### config.mk
export PLATFORM = sky130hd
export DESIGN_NAME = rlei_rx_link_error_irq
export DESIGN_NICKNAME = d
export VERILOG_FILES = /design/src/rlei_pkg.sv /design/src/rlei_ready_mon.sv /design/src/rlei_sysref_check.sv /design/src/rlei_rx_link_error_irq.sv
export SDC_FILE = /design/constraint.sdc
export NUM_CORES = 1
export LEC_CHECK = 0
export BUFFER_PORTS_ARGS = -buffer_cell sky130_fd_sc_hd__buf_2
export CAP_MARGIN = 20
export CORE_MARGIN = 1
export CORE_UTILIZATION = 50
export CTS_BUF_LIST = sky130_fd_sc_hd__clkbuf_16
export DETAILED_ROUTE_END_ITERATION = 8
export GPL_TIMING_DRIVEN = 1
export HOLD_SLACK_MARGIN = 0.06
export PLACE_DENSITY = 0.76
export SLEW_MARGIN = 25
export SYNTH_ARGS = -nofsm -noshare
export SYNTH_HDL_FRONTEND = slang
export SYNTH_SLANG_ARGS = --single-unit
### constraint.sdc
create_clock -name i_clk -period 3.2 [get_ports i_clk]
set_input_delay 0.16 -clock i_clk [delete_from_list [all_inputs] [get_ports i_clk]]
set_output_delay 0.16 -clock i_clk [all_outputs]
set_load 0.005 [all_outputs]
### src/rlei_pkg.sv
// shared constants and types of the receive link error interrupt block
package rlei_pkg;

  // register byte offsets
  localparam logic [7:0] OFS_SYSREF_ALWAYSON = 8'h54;
  localparam logic [7:0] OFS_EMB_LENGTH = 8'h58;
  localparam logic [7:0] OFS_ERR_STATUS = 8'h60;
  localparam logic [7:0] OFS_ERR_ENABLE = 8'h64;

  // status and enable bit positions, same layout in both registers
  localparam int BIT_SYSREF_LEMC = 0;
  localparam int BIT_LINK_READY = 1;
  localparam int BIT_FRAME_READY = 2;
  localparam int BIT_CMD_READY = 3;
  localparam int BIT_CDR_LOCK = 4;
  localparam int BIT_PCFIFO_FULL = 5;
  localparam int BIT_PCFIFO_EMPTY = 6;
  localparam int BIT_LANE_DESKEW = 7;
  localparam int BIT_INV_SYNC_HDR = 8;
  localparam int BIT_INV_EOMB = 9;
  localparam int BIT_INV_EOEMB = 10;
  localparam int BIT_CMD_PARITY = 11;
  localparam int BIT_CRC = 14;
  localparam int BIT_GEARBOX_UNDER = 16;
  localparam int BIT_GEARBOX_OVER = 17;
  localparam int BIT_HEADER_UNLOCK = 18;
  localparam int BIT_EMB_UNLOCK = 19;
  localparam int BIT_ELASTIC_OVER = 20;
  localparam int BIT_ECC_CORRECTED = 21;
  localparam int BIT_ECC_FATAL = 22;

  // implemented bits; 31:23, 15, 13 and 12 are reserved and read zero
  localparam logic [31:0] ERR_IMPL_MASK = 32'h007f_4fff;
  localparam logic [31:0] ERR_ENABLE_RESET = 32'h005f_4ff1;
  localparam logic [31:0] ERR_STATUS_RESET = 32'h0000_0000;
  localparam logic SYSREF_ALWAYSON_RESET = 1'h0;

  // extended multiblock length E and the blocks per multiblock
  localparam int EMB_LEN_W = 5;
  localparam logic [EMB_LEN_W-1:0] EMB_LENGTH_RESET = 5'h01;
  localparam int BLOCKS_PER_MB = 32;

  // one streaming handshake as seen by the monitor
  typedef struct packed {
    logic valid;
    logic ready;
  } rlei_stream_t;

  // detected link faults arriving as one-cycle pulses
  typedef struct packed {
    logic ecc_fatal;
    logic ecc_corrected;
    logic elastic_over;
    logic emb_unlock;
    logic header_unlock;
    logic gearbox_over;
    logic gearbox_under;
    logic crc;
    logic cmd_parity;
    logic inv_eoemb;
    logic inv_eomb;
    logic inv_sync_hdr;
    logic lane_deskew;
    logic pcfifo_empty;
    logic pcfifo_full;
    logic cdr_lock;
  } rlei_fault_t;

endpackage : rlei_pkg

### src/rlei_ready_mon.sv
// sink-not-ready detector for one streaming output
module rlei_ready_mon (
  input wire logic i_clk,
  input wire logic i_reset,
  input wire rlei_pkg::rlei_stream_t i_stream,
  output logic o_err
);

  logic err_r;

  // registered so the status update sees a clean pulse, high one cycle after each stalled cycle
  always_ff @(posedge i_clk or posedge i_reset) begin
    if (i_reset) begin
      err_r <= 1'b0;
    end else begin
      err_r <= i_stream.valid & ~i_stream.ready;
    end
  end

  assign o_err = err_r;

endmodule : rlei_ready_mon

### src/rlei_sysref_check.sv
// reference pulse against extended multiblock period checker
module rlei_sysref_check #(
  parameter int EMB_LEN_W = rlei_pkg::EMB_LEN_W
) (
  input wire logic i_clk,
  input wire logic i_reset,
  input wire logic i_enable,
  input wire logic [EMB_LEN_W-1:0] i_emb_length,
  input wire logic i_sysref_sync,
  output logic o_mismatch
);

  localparam int CNT_W = EMB_LEN_W + $clog2(rlei_pkg::BLOCKS_PER_MB);

  logic sysref_d_r;
  logic aligned_r;
  logic mismatch_r;
  logic [CNT_W-1:0] cnt_r;
  logic [CNT_W-1:0] period;
  logic sysref_rise;

  assign period = CNT_W'({i_emb_length, 5'h00});
  assign sysref_rise = i_sysref_sync & ~sysref_d_r;

  always_ff @(posedge i_clk or posedge i_reset) begin
    if (i_reset) begin
      sysref_d_r <= 1'b0;
    end else begin
      sysref_d_r <= i_sysref_sync;
    end
  end

  // the first pulse after enabling only aligns the counter
  always_ff @(posedge i_clk or posedge i_reset) begin
    if (i_reset) begin
      cnt_r <= '0;
      aligned_r <= 1'b0;
    end else if (!i_enable) begin
      cnt_r <= '0;
      aligned_r <= 1'b0;
    end else if (sysref_rise && !aligned_r) begin
      cnt_r <= CNT_W'(1);
      aligned_r <= 1'b1;
    end else if (cnt_r == period - CNT_W'(1)) begin
      cnt_r <= '0;
    end else begin
      cnt_r <= cnt_r + CNT_W'(1);
    end
  end

  // a later pulse must land on a period boundary, any multiple of E*32
  always_ff @(posedge i_clk or posedge i_reset) begin
    if (i_reset) begin
      mismatch_r <= 1'b0;
    end else begin
      mismatch_r <= i_enable & aligned_r & sysref_rise & (cnt_r != '0);
    end
  end

  assign o_mismatch = mismatch_r;

endmodule : rlei_sysref_check

### src/rlei_rx_link_error_irq.sv
// receive link error status, interrupt enable and wishbone register slave
//
// Operation
// - link sink ready low with valid sets bit1
// - reference pulse period not E*32 multiple sets bit0
// - enable register at 0x64 gates each error
// - bit22 ecc fatal enable, resets one
// - bit21 ecc corrected enable, resets zero
// - bit20 elastic overflow enable, resets one
// - bits19,18 alignment unlock enables, reset one
// - bits17,16 gearbox over/under enables, reset one
// - bit14 crc enable resets one; reserved bits
// - bits11..8 parity, marker, header enables reset one
// - bits7..4 deskew, fifo, lock enables reset one
// - bits3..1 sink-not-ready enables reset zero
// - bit0 reference pulse mismatch enable resets one
// - frame sink ready low with valid sets bit2
module rlei_rx_link_error_irq #(
  parameter int EMB_LEN_W = rlei_pkg::EMB_LEN_W,
  parameter logic [rlei_pkg::EMB_LEN_W-1:0] EMB_LENGTH_DEFAULT = rlei_pkg::EMB_LENGTH_RESET
) (
  input wire logic i_clk,
  input wire logic i_reset,
  input wire logic i_wb_cyc,
  input wire logic i_wb_stb,
  input wire logic i_wb_we,
  input wire logic [7:0] i_wb_adr,
  input wire logic [3:0] i_wb_sel,
  input wire logic [31:0] i_wb_dat,
  output logic [31:0] o_wb_dat,
  output logic o_wb_ack,
  input wire rlei_pkg::rlei_stream_t i_link_stream,
  input wire rlei_pkg::rlei_stream_t i_frame_stream,
  input wire rlei_pkg::rlei_stream_t i_cmd_stream,
  input wire rlei_pkg::rlei_fault_t i_fault,
  input wire logic i_sysref,
  output logic o_irq
);

  // E is held in a register of EMB_LEN_W bits, the package types assume it
  if (EMB_LEN_W != rlei_pkg::EMB_LEN_W) begin : g_bad_width
    $error("EMB_LEN_W must match the package width");
  end
  if (EMB_LENGTH_DEFAULT == '0) begin : g_bad_length
    $error("EMB_LENGTH_DEFAULT must be at least one");
  end

  // ---------------------------------------------------------------
  // register state
  // ---------------------------------------------------------------
  logic [31:0] err_status_r;
  logic [31:0] err_status_nxt;
  logic [31:0] err_enable_r;
  logic sysref_alwayson_r;
  logic [EMB_LEN_W-1:0] emb_length_r;
  logic ack_r;
  logic [31:0] rd_dat_r;
  logic irq_r;

  // ---------------------------------------------------------------
  // bus decode
  // ---------------------------------------------------------------
  logic bus_req;
  logic bus_wr;
  logic bus_rd;
  logic [31:0] byte_mask;
  logic [31:0] rd_mux;

  // the access completes on the edge that raises ack
  assign bus_req = i_wb_cyc & i_wb_stb & ~ack_r;
  assign bus_wr = bus_req & i_wb_we;
  assign bus_rd = bus_req & ~i_wb_we;

  // expand byte selects into a bit mask, used by the status and enable registers
  function automatic logic [31:0] sel_mask(input logic [3:0] sel);
    logic [31:0] m;
    m = '0;
    for (int b = 0; b < 4; b++) begin
      m[b*8 +: 8] = {8{sel[b]}};
    end
    return m;
  endfunction : sel_mask

  // address compare shared by read mux and write strobes
  function automatic logic hit(input logic [7:0] adr, input logic [7:0] ofs);
    return adr == ofs;
  endfunction : hit

  assign byte_mask = sel_mask(i_wb_sel);

  // ---------------------------------------------------------------
  // pin synchroniser for the reference pulse
  // ---------------------------------------------------------------
  logic sysref_meta_r;
  logic sysref_sync_r;

  always_ff @(posedge i_clk or posedge i_reset) begin
    if (i_reset) begin
      sysref_meta_r <= 1'b0;
      sysref_sync_r <= 1'b0;
    end else begin
      sysref_meta_r <= i_sysref;
      sysref_sync_r <= sysref_meta_r;
    end
  end

  // ---------------------------------------------------------------
  // event sources
  // ---------------------------------------------------------------
  logic [2:0] ready_err;
  logic sysref_mismatch;
  rlei_pkg::rlei_stream_t streams [3];

  assign streams[0] = i_link_stream;
  assign streams[1] = i_frame_stream;
  assign streams[2] = i_cmd_stream;

  // one monitor per sink: link data, frame data, command
  // the sink is expected never to stall; tying ready high silences these
  for (genvar g = 0; g < 3; g++) begin : g_ready_mon
    rlei_ready_mon u_mon (
      .i_clk(i_clk),
      .i_reset(i_reset),
      .i_stream(streams[g]),
      .o_err(ready_err[g])
    );
  end

  rlei_sysref_check #(
    .EMB_LEN_W(EMB_LEN_W)
  ) u_sysref_check (
    .i_clk(i_clk),
    .i_reset(i_reset),
    .i_enable(sysref_alwayson_r),
    .i_emb_length(emb_length_r),
    .i_sysref_sync(sysref_sync_r),
    .o_mismatch(sysref_mismatch)
  );

  // gather all events into the status layout
  logic [31:0] err_event;

  always_comb begin
    err_event = '0;
    err_event[rlei_pkg::BIT_SYSREF_LEMC] = sysref_mismatch;
    err_event[rlei_pkg::BIT_LINK_READY] = ready_err[0];
    err_event[rlei_pkg::BIT_FRAME_READY] = ready_err[1];
    err_event[rlei_pkg::BIT_CMD_READY] = ready_err[2];
    err_event[rlei_pkg::BIT_CDR_LOCK] = i_fault.cdr_lock;
    err_event[rlei_pkg::BIT_PCFIFO_FULL] = i_fault.pcfifo_full;
    err_event[rlei_pkg::BIT_PCFIFO_EMPTY] = i_fault.pcfifo_empty;
    err_event[rlei_pkg::BIT_LANE_DESKEW] = i_fault.lane_deskew;
    err_event[rlei_pkg::BIT_INV_SYNC_HDR] = i_fault.inv_sync_hdr;
    err_event[rlei_pkg::BIT_INV_EOMB] = i_fault.inv_eomb;
    err_event[rlei_pkg::BIT_INV_EOEMB] = i_fault.inv_eoemb;
    err_event[rlei_pkg::BIT_CMD_PARITY] = i_fault.cmd_parity;
    err_event[rlei_pkg::BIT_CRC] = i_fault.crc;
    err_event[rlei_pkg::BIT_GEARBOX_UNDER] = i_fault.gearbox_under;
    err_event[rlei_pkg::BIT_GEARBOX_OVER] = i_fault.gearbox_over;
    err_event[rlei_pkg::BIT_HEADER_UNLOCK] = i_fault.header_unlock;
    err_event[rlei_pkg::BIT_EMB_UNLOCK] = i_fault.emb_unlock;
    err_event[rlei_pkg::BIT_ELASTIC_OVER] = i_fault.elastic_over;
    err_event[rlei_pkg::BIT_ECC_CORRECTED] = i_fault.ecc_corrected;
    err_event[rlei_pkg::BIT_ECC_FATAL] = i_fault.ecc_fatal;
  end

  // ---------------------------------------------------------------
  // sticky status: write-one-to-clear and clear-on-read
  // ---------------------------------------------------------------
  logic [31:0] status_clr;

  always_comb begin
    status_clr = '0;
    if (bus_wr && hit(i_wb_adr, rlei_pkg::OFS_ERR_STATUS)) begin
      status_clr = i_wb_dat & byte_mask;
    end else if (bus_rd && hit(i_wb_adr, rlei_pkg::OFS_ERR_STATUS)) begin
      status_clr = '1;
    end
  end

  // an event in the clearing cycle survives the clear
  assign err_status_nxt = ((err_status_r & ~status_clr) | err_event) & rlei_pkg::ERR_IMPL_MASK;

  always_ff @(posedge i_clk or posedge i_reset) begin
    if (i_reset) begin
      err_status_r <= rlei_pkg::ERR_STATUS_RESET;
    end else begin
      err_status_r <= err_status_nxt;
    end
  end

  // ---------------------------------------------------------------
  // interrupt enable register
  // ---------------------------------------------------------------
  // reset image: bits 22,20..16,14,11..4,0 set; 21 and 3..1 clear
  always_ff @(posedge i_clk or posedge i_reset) begin
    if (i_reset) begin
      err_enable_r <= rlei_pkg::ERR_ENABLE_RESET;
    end else if (bus_wr && hit(i_wb_adr, rlei_pkg::OFS_ERR_ENABLE)) begin
      // reserved positions stay zero whatever is written
      err_enable_r <= ((err_enable_r & ~byte_mask) | (i_wb_dat & byte_mask))
        & rlei_pkg::ERR_IMPL_MASK;
    end
  end

  // ---------------------------------------------------------------
  // reference pulse control and extended multiblock length
  // ---------------------------------------------------------------
  always_ff @(posedge i_clk or posedge i_reset) begin
    if (i_reset) begin
      sysref_alwayson_r <= rlei_pkg::SYSREF_ALWAYSON_RESET;
    end else if (bus_wr && hit(i_wb_adr, rlei_pkg::OFS_SYSREF_ALWAYSON) && i_wb_sel[0]) begin
      sysref_alwayson_r <= i_wb_dat[0];
    end
  end

  // a zero length would make the period check meaningless, so it is ignored
  always_ff @(posedge i_clk or posedge i_reset) begin
    if (i_reset) begin
      emb_length_r <= EMB_LENGTH_DEFAULT;
    end else if (bus_wr && hit(i_wb_adr, rlei_pkg::OFS_EMB_LENGTH) && i_wb_sel[0]) begin
      if (i_wb_dat[EMB_LEN_W-1:0] != '0) begin
        emb_length_r <= i_wb_dat[EMB_LEN_W-1:0];
      end
    end
  end

  // ---------------------------------------------------------------
  // read data and acknowledge
  // ---------------------------------------------------------------
  // unmapped addresses acknowledge with zero data
  always_comb begin
    rd_mux = '0;
    if (hit(i_wb_adr, rlei_pkg::OFS_ERR_STATUS)) begin
      rd_mux = err_status_r;
    end else if (hit(i_wb_adr, rlei_pkg::OFS_ERR_ENABLE)) begin
      rd_mux = err_enable_r;
    end else if (hit(i_wb_adr, rlei_pkg::OFS_SYSREF_ALWAYSON)) begin
      rd_mux = {31'h0000_0000, sysref_alwayson_r};
    end else if (hit(i_wb_adr, rlei_pkg::OFS_EMB_LENGTH)) begin
      rd_mux = 32'(emb_length_r);
    end
  end

  always_ff @(posedge i_clk or posedge i_reset) begin
    if (i_reset) begin
      ack_r <= 1'b0;
    end else begin
      ack_r <= bus_req;
    end
  end

  // status is captured before the clear-on-read takes it away
  always_ff @(posedge i_clk or posedge i_reset) begin
    if (i_reset) begin
      rd_dat_r <= '0;
    end else if (bus_rd) begin
      rd_dat_r <= rd_mux;
    end
  end

  assign o_wb_ack = ack_r;
  assign o_wb_dat = rd_dat_r;

  // ---------------------------------------------------------------
  // interrupt output
  // ---------------------------------------------------------------
  // registered for a glitch-free pin; lags the status flag by one cycle
  always_ff @(posedge i_clk or posedge i_reset) begin
    if (i_reset) begin
      irq_r <= 1'b0;
    end else begin
      irq_r <= |(err_status_r & err_enable_r);
    end
  end

  assign o_irq = irq_r;

endmodule : rlei_rx_link_error_irq

==> results of run 1 <==
placed cells by master, fill, tap and decap left out, drive strengths merged, types with 2 or more instances in the layout:
| cell type | synthesis | final |
|---|---|---|
| a21o | 2 | 2 |
| a21oi | 8 | 8 |
| a221oi | 5 | 5 |
| a22o | 5 | 5 |
| a22oi | 17 | 17 |
| a31o | 20 | 20 |
| and4 | 4 | 4 |
| buf | 14 | 83 |
| clkbuf | 10 | 9 |
| clkinv | 0 | 3 |
| clkinvlp | 0 | 2 |
| conb | 1 | 12 |
| dfrtp | 69 | 69 |
| dfstp | 17 | 17 |
| dlygate4sd3 | 0 | 21 |
| ha | 3 | 3 |
| inv | 12 | 13 |
| mux2 | 25 | 25 |
| nand2 | 62 | 62 |
| nand3 | 6 | 6 |
| nand4 | 6 | 6 |
| nor2 | 21 | 21 |
| nor2b | 7 | 7 |
| nor3 | 9 | 9 |
| nor3b | 2 | 2 |
| nor4 | 5 | 5 |
| o21ai | 2 | 2 |
| o41ai | 3 | 3 |
| or4b | 2 | 2 |
| xnor2 | 8 | 8 |
| xor2 | 6 | 6 |
cells in the mapped netlist (2+ instances only):
cell type / instances
dfrtp_1: 69
nand2_1: 62
mux2_2: 25
nor2_1: 21
a22oi_1: 17
dfstp_2: 17
buf_4: 12
inv_1: 12
a31o_1: 11
clkbuf_1: 10
a31o_2: 9
a21oi_1: 8
xnor2_1: 8
nor2b_1: 7
nor3_1: 6
xor2_1: 6
a221oi_1: 5
a22o_1: 5
nand3_1: 5
nand4_1: 5
and4_1: 4
ha_1: 3
nor3_2: 3
nor4_4: 3
o41ai_1: 3
a21o_1: 2
buf_2: 2
nor3b_1: 2
nor4_1: 2
o21ai_0: 2
cell type report:
type / count / area (sq um)
Clock buffer: 9 / 225
Sequential cell: 86 / 2170
Inverter: 12 / 46.3
Fill cell: 616 / 2770
Multi-Input combinational cell: 252 / 1750
Clock inverter: 7 / 71.3
Timing Repair Buffer: 104 / 646
Tap cell: 102 / 128
cells by family after synthesis:
group           share of synthesized area [%]
buf+inv                                  4.49
compound gates                           12.7
simple gates                             17.8
flops                                    53.4
other cells                            0.0922
fa+ha+maj                               0.923
mux                                      6.92
xor+xnor                                 3.57
through the flow:
step,power [mW],instance area (sq um),hold WS (ps),setup WS [ps],std cells
6_report,2.30,5040,69.6,1100,572
5_1_grt,2.37,5040,74.6,942,572
4_1_cts,2.31,5040,62.9,1090,572
3_5_place_dp,1.26,4530,267,1110,535
3_3_place_gp,1.25,4530,259,1150,535
2_1_floorplan,1.19,4110,191,846,374
repair_timing:
action	CTS	global route
hold endpoints to repair	52	0
setup endpoints to repair	0	0
hold buffers	21	0
worst register-to-register path: stages (launching register included):
cell and delay (ps):
dfstp_2 580, inv_1 50, ha_1 220, xnor3_1 270, nand4_1 140, o31ai_2 580, nor2_1 120
metal layers:
metal	global-route usage, %	vias to the layer above	share of wire, %	wire length [um]
met5	0	-	0	0
met3	3.15	20	6.5	644
met1	33.9	1576	43	4220
met2	39.4	149	48	4790
li1	-	1482	-	-
met4	12.2	0	2.2	216
worst max path at each step:
stage | from | end | slack, ps
finish | emb_length_r[0] | u_sysref_check.cnt_r[3] | 1100
global route | emb_length_r[0] | u_sysref_check.cnt_r[5] | 940
CTS | emb_length_r[0] | u_sysref_check.cnt_r[3] | 1090
detailed placement | emb_length_r[0] | u_sysref_check.cnt_r[3] | 1110
global placement | emb_length_r[0] | u_sysref_check.cnt_r[3] | 1150
floorplan | i_reset | async pin | 850
report_power, final:
part / internal [mW] / switching, mW / total [mW]
clock network: 0.606 / 0.434 / 1.04
registers: 1.10 / 0.00697 / 1.11
logic: 0.0675 / 0.0818 / 0.149
total: 1.78 / 0.522 / 2.30
==> flow_summary_export.csv, run 1 <==
group,metric,value,unit
critical_path,reg2reg_depth,6,
synthesis,ys_ff_latch,86,
clocking,cts_buffers,9,
clocking,clockBufferDepth,2,
hold_path,hp-class,"primary input to flip-flop",
clocking,clkLatencyLatePin,330,ps
synthesis,syn_avg_cell_area,11.2,sq um
critical_path,r2r_start,"emb_length_r[0]",
synthesis,synth-edff-count,0,
sta,finalCritPeriodShare,65.7,%
sta,hold_viol,0,
critical_path,start_kind,"flip-flop",
job,maxCapViolations,0,
cells_and_area,area.growth.synth_to_final,24.0,%
floorplanning,start_util,52.1,%
critical_path,crit_cells,6,
cells_and_area,final_nets,540,
power,leakagePower,2.30,nW
synthesis,synth_ff_type,"dfrtp_1",
sta,min_period,2100,ps
global_routing,antenna_found_initial,0,
cells_and_area,utilization,64.6,%
detailed_routing,viasPerCell,5.64,
critical_path,r2r_setup_slack,1100,ps
synthesis,synth_top_area_share,42.5,%
synthesis,yosysSeqAreaShare,53.4,%
floorplanning,num_rows,32,
synthesis,ys_warn_count,0,
detailed_routing,drt_pass1_iterations,4,
synthesis,synth_area,0.00407,sq mm
sta,maxSlewViolCount,0,
critical_path,cp-end-kind,"flip-flop",
place,dp_hpwl,6.62,mm
synthesis,synthArstFlopShare,100,%
hold_path,hold_path_startpoint,"i_wb_dat[11]",
sta,setup-tns-final,0,ps
global_routing,overflow,0,
synthesis,synth_cell_types,47,
global_routing,grt_start_max_net_pins,52,
detailed_routing,ant_nets,0,
sta,tightest_slew,837,ps
clocking,cts_tree,"yes",
clocking,ctsResizeCount,0,
cells_and_area,antenna-diode-count,0,
critical_path,critPathKind,"flip-flop to flip-flop",
clocking,cts_setup_buffers,0,
hold_path,hold_path_depth,2,
place,io_buffers,80,
place,gp_congestion,0.865,
run_status,status,"finished clean",
synthesis,netlist_top_cells_area,"dfrtp_1 42%, dfstp_2 11%, mux2_2 6.9%",
sta,skew,4.43,ps
clocking,cts_sinks,86,
global_routing,grt_pass1_wl,16.1,mm
detailed_routing,drt_first_iter_violations,180,
power,power_density,456,mW/mm^2
power,ir_drop,318,uV
cells_and_area,layout-drive-gt1-share,34.7,%
critical_path,slowest_delay,580,ps
synthesis,synth_top_area_cell,"dfrtp_1",
floorplanning,chipHeight,92.2,um
sta,clock.fmax,476,MHz
detailed_routing,wl_per_cell,17.3,um
critical_path,cp_max_fo,9,
sta,finalSetupViolCount,0,
global_routing,grt_pass1_vias,3265,
critical_path,cp.buffers_inverters,1,
global_routing,grt_usage,24.9,%
critical_path,crit_family,"flip-flops",
sta,rsz0062_at_grt,"false",
clocking,htreeDepth,3,
floorplanning,coreArea,0.00781,sq mm
floorplanning,io-pin-count,106,
clocking,cts_root_buffer,"clkbuf_16",
sta,slew_headroom,44.2,%
critical_path,critPathRequiredTime,3390,ps
floorplanning,die_w,92.2,um
critical_path,crit-reg2reg-capture,"u_sysref_check.cnt_r[3]",
detailed_routing,drt_wl_total,9.87,mm
critical_path,cp_slowest_cell,"dfstp_2",
critical_path,worstPathArrival,2290,ps
clocking,clk_pin_slew,60,ps
detailed_routing,dr_total_vias,3227,
synthesis,netlist_instances,363,
detailed_routing,drc,0,
floorplanning,dieArea,0.00850,sq mm
critical_path,path_cells,"inv_1 > ha_1 > xnor3_1 > nand4_1 > o31ai_2 > nor2_1",
No activity file was read; power rests on OpenSTA's default activity.
==> inputs of run 2 (changes only) <==
- CORE_UTILIZATION: 50 -> 48
- clock period: 3.2 -> 1.7 ns (I/O delays scaled with it)
==> run 2 against run 1 <==
Net effect: the run now ends with negative setup slack left; cell area rose by 10%; utilization rose by 3.2 points; sequential cell count did not move; cell count rose by 7.3%; critical path depth rose by 1; combinational power rose by 130%; first-iteration DRC count rose by 31%; worst hold slack barely moved; largest cell class unchanged; total power rose by 98%; global-route usage rose by 1.2 points; worst setup slack got worse by 1100 ps; clock power rose by 100%.
==> flow_summary_export.csv, run 2 (same netlist as run 1, synthesis figures left out) <==
group,metric,value,unit
sta,holdWs,69.4,ps
clocking,cts_tree,"yes",
floorplanning,die_w,94.0,um
clocking,cts_buffers,9,
cells_and_area,final_nets,580,
power,leakagePower,2.53,nW
global_routing,grt_pass1_wl,17.1,mm
clocking,htreeDepth,3,
global_routing,grt_pass1_vias,3479,
sta,min_period,1740,ps
clocking,cts_setup_buffers,0,
floorplanning,num_rows,33,
floorplanning,chipHeight,94.0,um
sta,skew,9.17,ps
critical_path,path_cells,"inv_2 > ha_4 > xor2_1 > nand4_1 > o31ai_4 > buf_6 > nor2_2",
detailed_routing,drt_wl_total,10.8,mm
floorplanning,coreArea,0.00822,sq mm
detailed_routing,drt_first_iter_violations,236,
clocking,cts_root_buffer,"clkbuf_16",
floorplanning,io-pin-count,106,
sta,finalCritPeriodShare,102,%
power,power_density,819,mW/mm^2
power,ir_drop,527,uV
cells_and_area,layout-drive-gt1-share,38.7,%
global_routing,grt_start_max_net_pins,44,
hold_path,hp-class,"primary input to flip-flop",
cells_and_area,n_fill_cell,582,
detailed_routing,wl_per_cell,17.7,um
cells_and_area,area.growth.synth_to_final,36.9,%
detailed_routing,ant_nets,0,
critical_path,start_kind,"flip-flop",
critical_path,cp_slowest_cell,"dfstp_2",
cells_and_area,utilization,67.7,%
sta,rsz0062_at_grt,"true",
critical_path,critPathRequiredTime,1920,ps
detailed_routing,dr_total_vias,3505,
clocking,cts_sinks,86,
place,dp_hpwl,7.25,mm
floorplanning,dieArea,0.00884,sq mm
sta,hold_viol,0,
clocking,clockBufferDepth,2,
clocking,clk_pin_slew,60,ps
detailed_routing,drt_pass1_iterations,7,
floorplanning,start_util,49.5,%
critical_path,cp-end-kind,"flip-flop",
critical_path,critPathKind,"flip-flop to flip-flop",
run_status,violations,"negative setup slack",
sta,finalSetupViolCount,10,
detailed_routing,viasPerCell,5.71,
place,io_buffers,80,
critical_path,worstPathArrival,1960,ps
global_routing,overflow,0,
sta,fin_ws,-39.4,ps
global_routing,grt_usage,26.1,%
job,maxCapViolations,0,
place,gp_congestion,0.880,
critical_path,cp_max_fo,5,
global_routing,antenna_found_initial,0,
detailed_routing,drc,0,
sta,clock.fmax,575,MHz
critical_path,cp.buffers_inverters,2,
cells_and_area,final_common_cell,"buf_2",
critical_path,slowest_delay,530,ps
run_status,status,"finished with violations",
sta,maxSlewViolCount,0,
clocking,clkLatencyLatePin,340,ps
cells_and_area,most-common-layout-cells,"80 x buf_2, 69 x dfrtp_1, 62 x nand2_1",
critical_path,crit_family,"flip-flops",
cells_and_area,antenna-diode-count,0,
## run 2: cell count changes in the layout (fill, tap and decap cells not counted), sizes merged
cell,previous run,this run
buf,83,103
bufinv,1,2
clkinv,3,0
clkinvlp,2,3
dlygate4sd3,21,41
## run 2: path summary, 6_finish.rpt
kind                                      endpoint  depth (start not counted)             from  slack [ps]
setup reg to reg           u_sysref_check.cnt_r[9]                          7  emb_length_r[0]         -40
max in group asynchronous                async pin                          4          i_reset         750
hold reg to reg                      sysref_sync_r                          0    sysref_meta_r         360
hold / removal                           flip-flop                          2      i_wb_dat[1]          70
setup / recovery           u_sysref_check.cnt_r[9]                          7  emb_length_r[0]         -40
min in group asynchronous          emb_length_r[1]                          3          i_reset         330
## run 2: power by group
part / leakage [nW] / internal [mW] / total (mW) / switching, mW
Sequential: 1.03 / 2.07 / 2.09 / 0.0152
Combinational: 1.36 / 0.171 / 0.342 / 0.171
Clock: 0.150 / 1.29 / 2.13 / 0.833
## run 2: repair_timing
item                                   CTS  global route
pin swaps                                3             1
setup endpoints to repair               13            44
gates resized for setup                  5            11
hold buffers                            41             0
endpoints found under the hold margin   52             0
## run 2: metrics by stage
step / instances / power (mW) / area (sq um) / setup TNS, ps / setup slack [ps]
after floorplan: 374 / 2.25 / 4150 / -71.5 / -23.8
after global placement: 558 / 2.38 / 4790 / -84.7 / -11.2
after detailed placement: 558 / 2.38 / 4790 / -672 / -43.6
after CTS: 614 / 4.57 / 5530 / -52.1 / -14.6
after global routing: 614 / 4.68 / 5570 / -977 / -116
final: 614 / 4.56 / 5570 / -247 / -39.4
## run 2: layout make-up
cell class                 instances  area, sq um  share of cell area [%]
sequential                        86         2170                    39.1
tap                              105          131                    2.36
clock buffer                       9          225                    4.05
timing repair buffer             144         1070                    19.2
inverter                          12         48.8                   0.877
clock inverter                     6         95.1                    1.71
multi-input combinational        252         1820                    32.7
## run 2: worst reg2reg max path, stage by stage (launching register included)
cell,delay (ps)
dfstp_2,530
inv_2,40
ha_4,250
xor2_1,160
nand4_1,180
o31ai_4,260
buf_6,170
nor2_2,40
## run 2: routing by layer
layer / global-route usage (%) / part of all wire [%] / wire (um) / vias to the layer above
li1: - / - / - / 1566
met1: 33.8 / 41 / 4430 / 1714
met2: 41.1 / 48 / 5180 / 192
met3: 6.15 / 8.1 / 873 / 33
met4: 12.9 / 3.3 / 356 / 0
met5: 0 / 0 / 0 / -
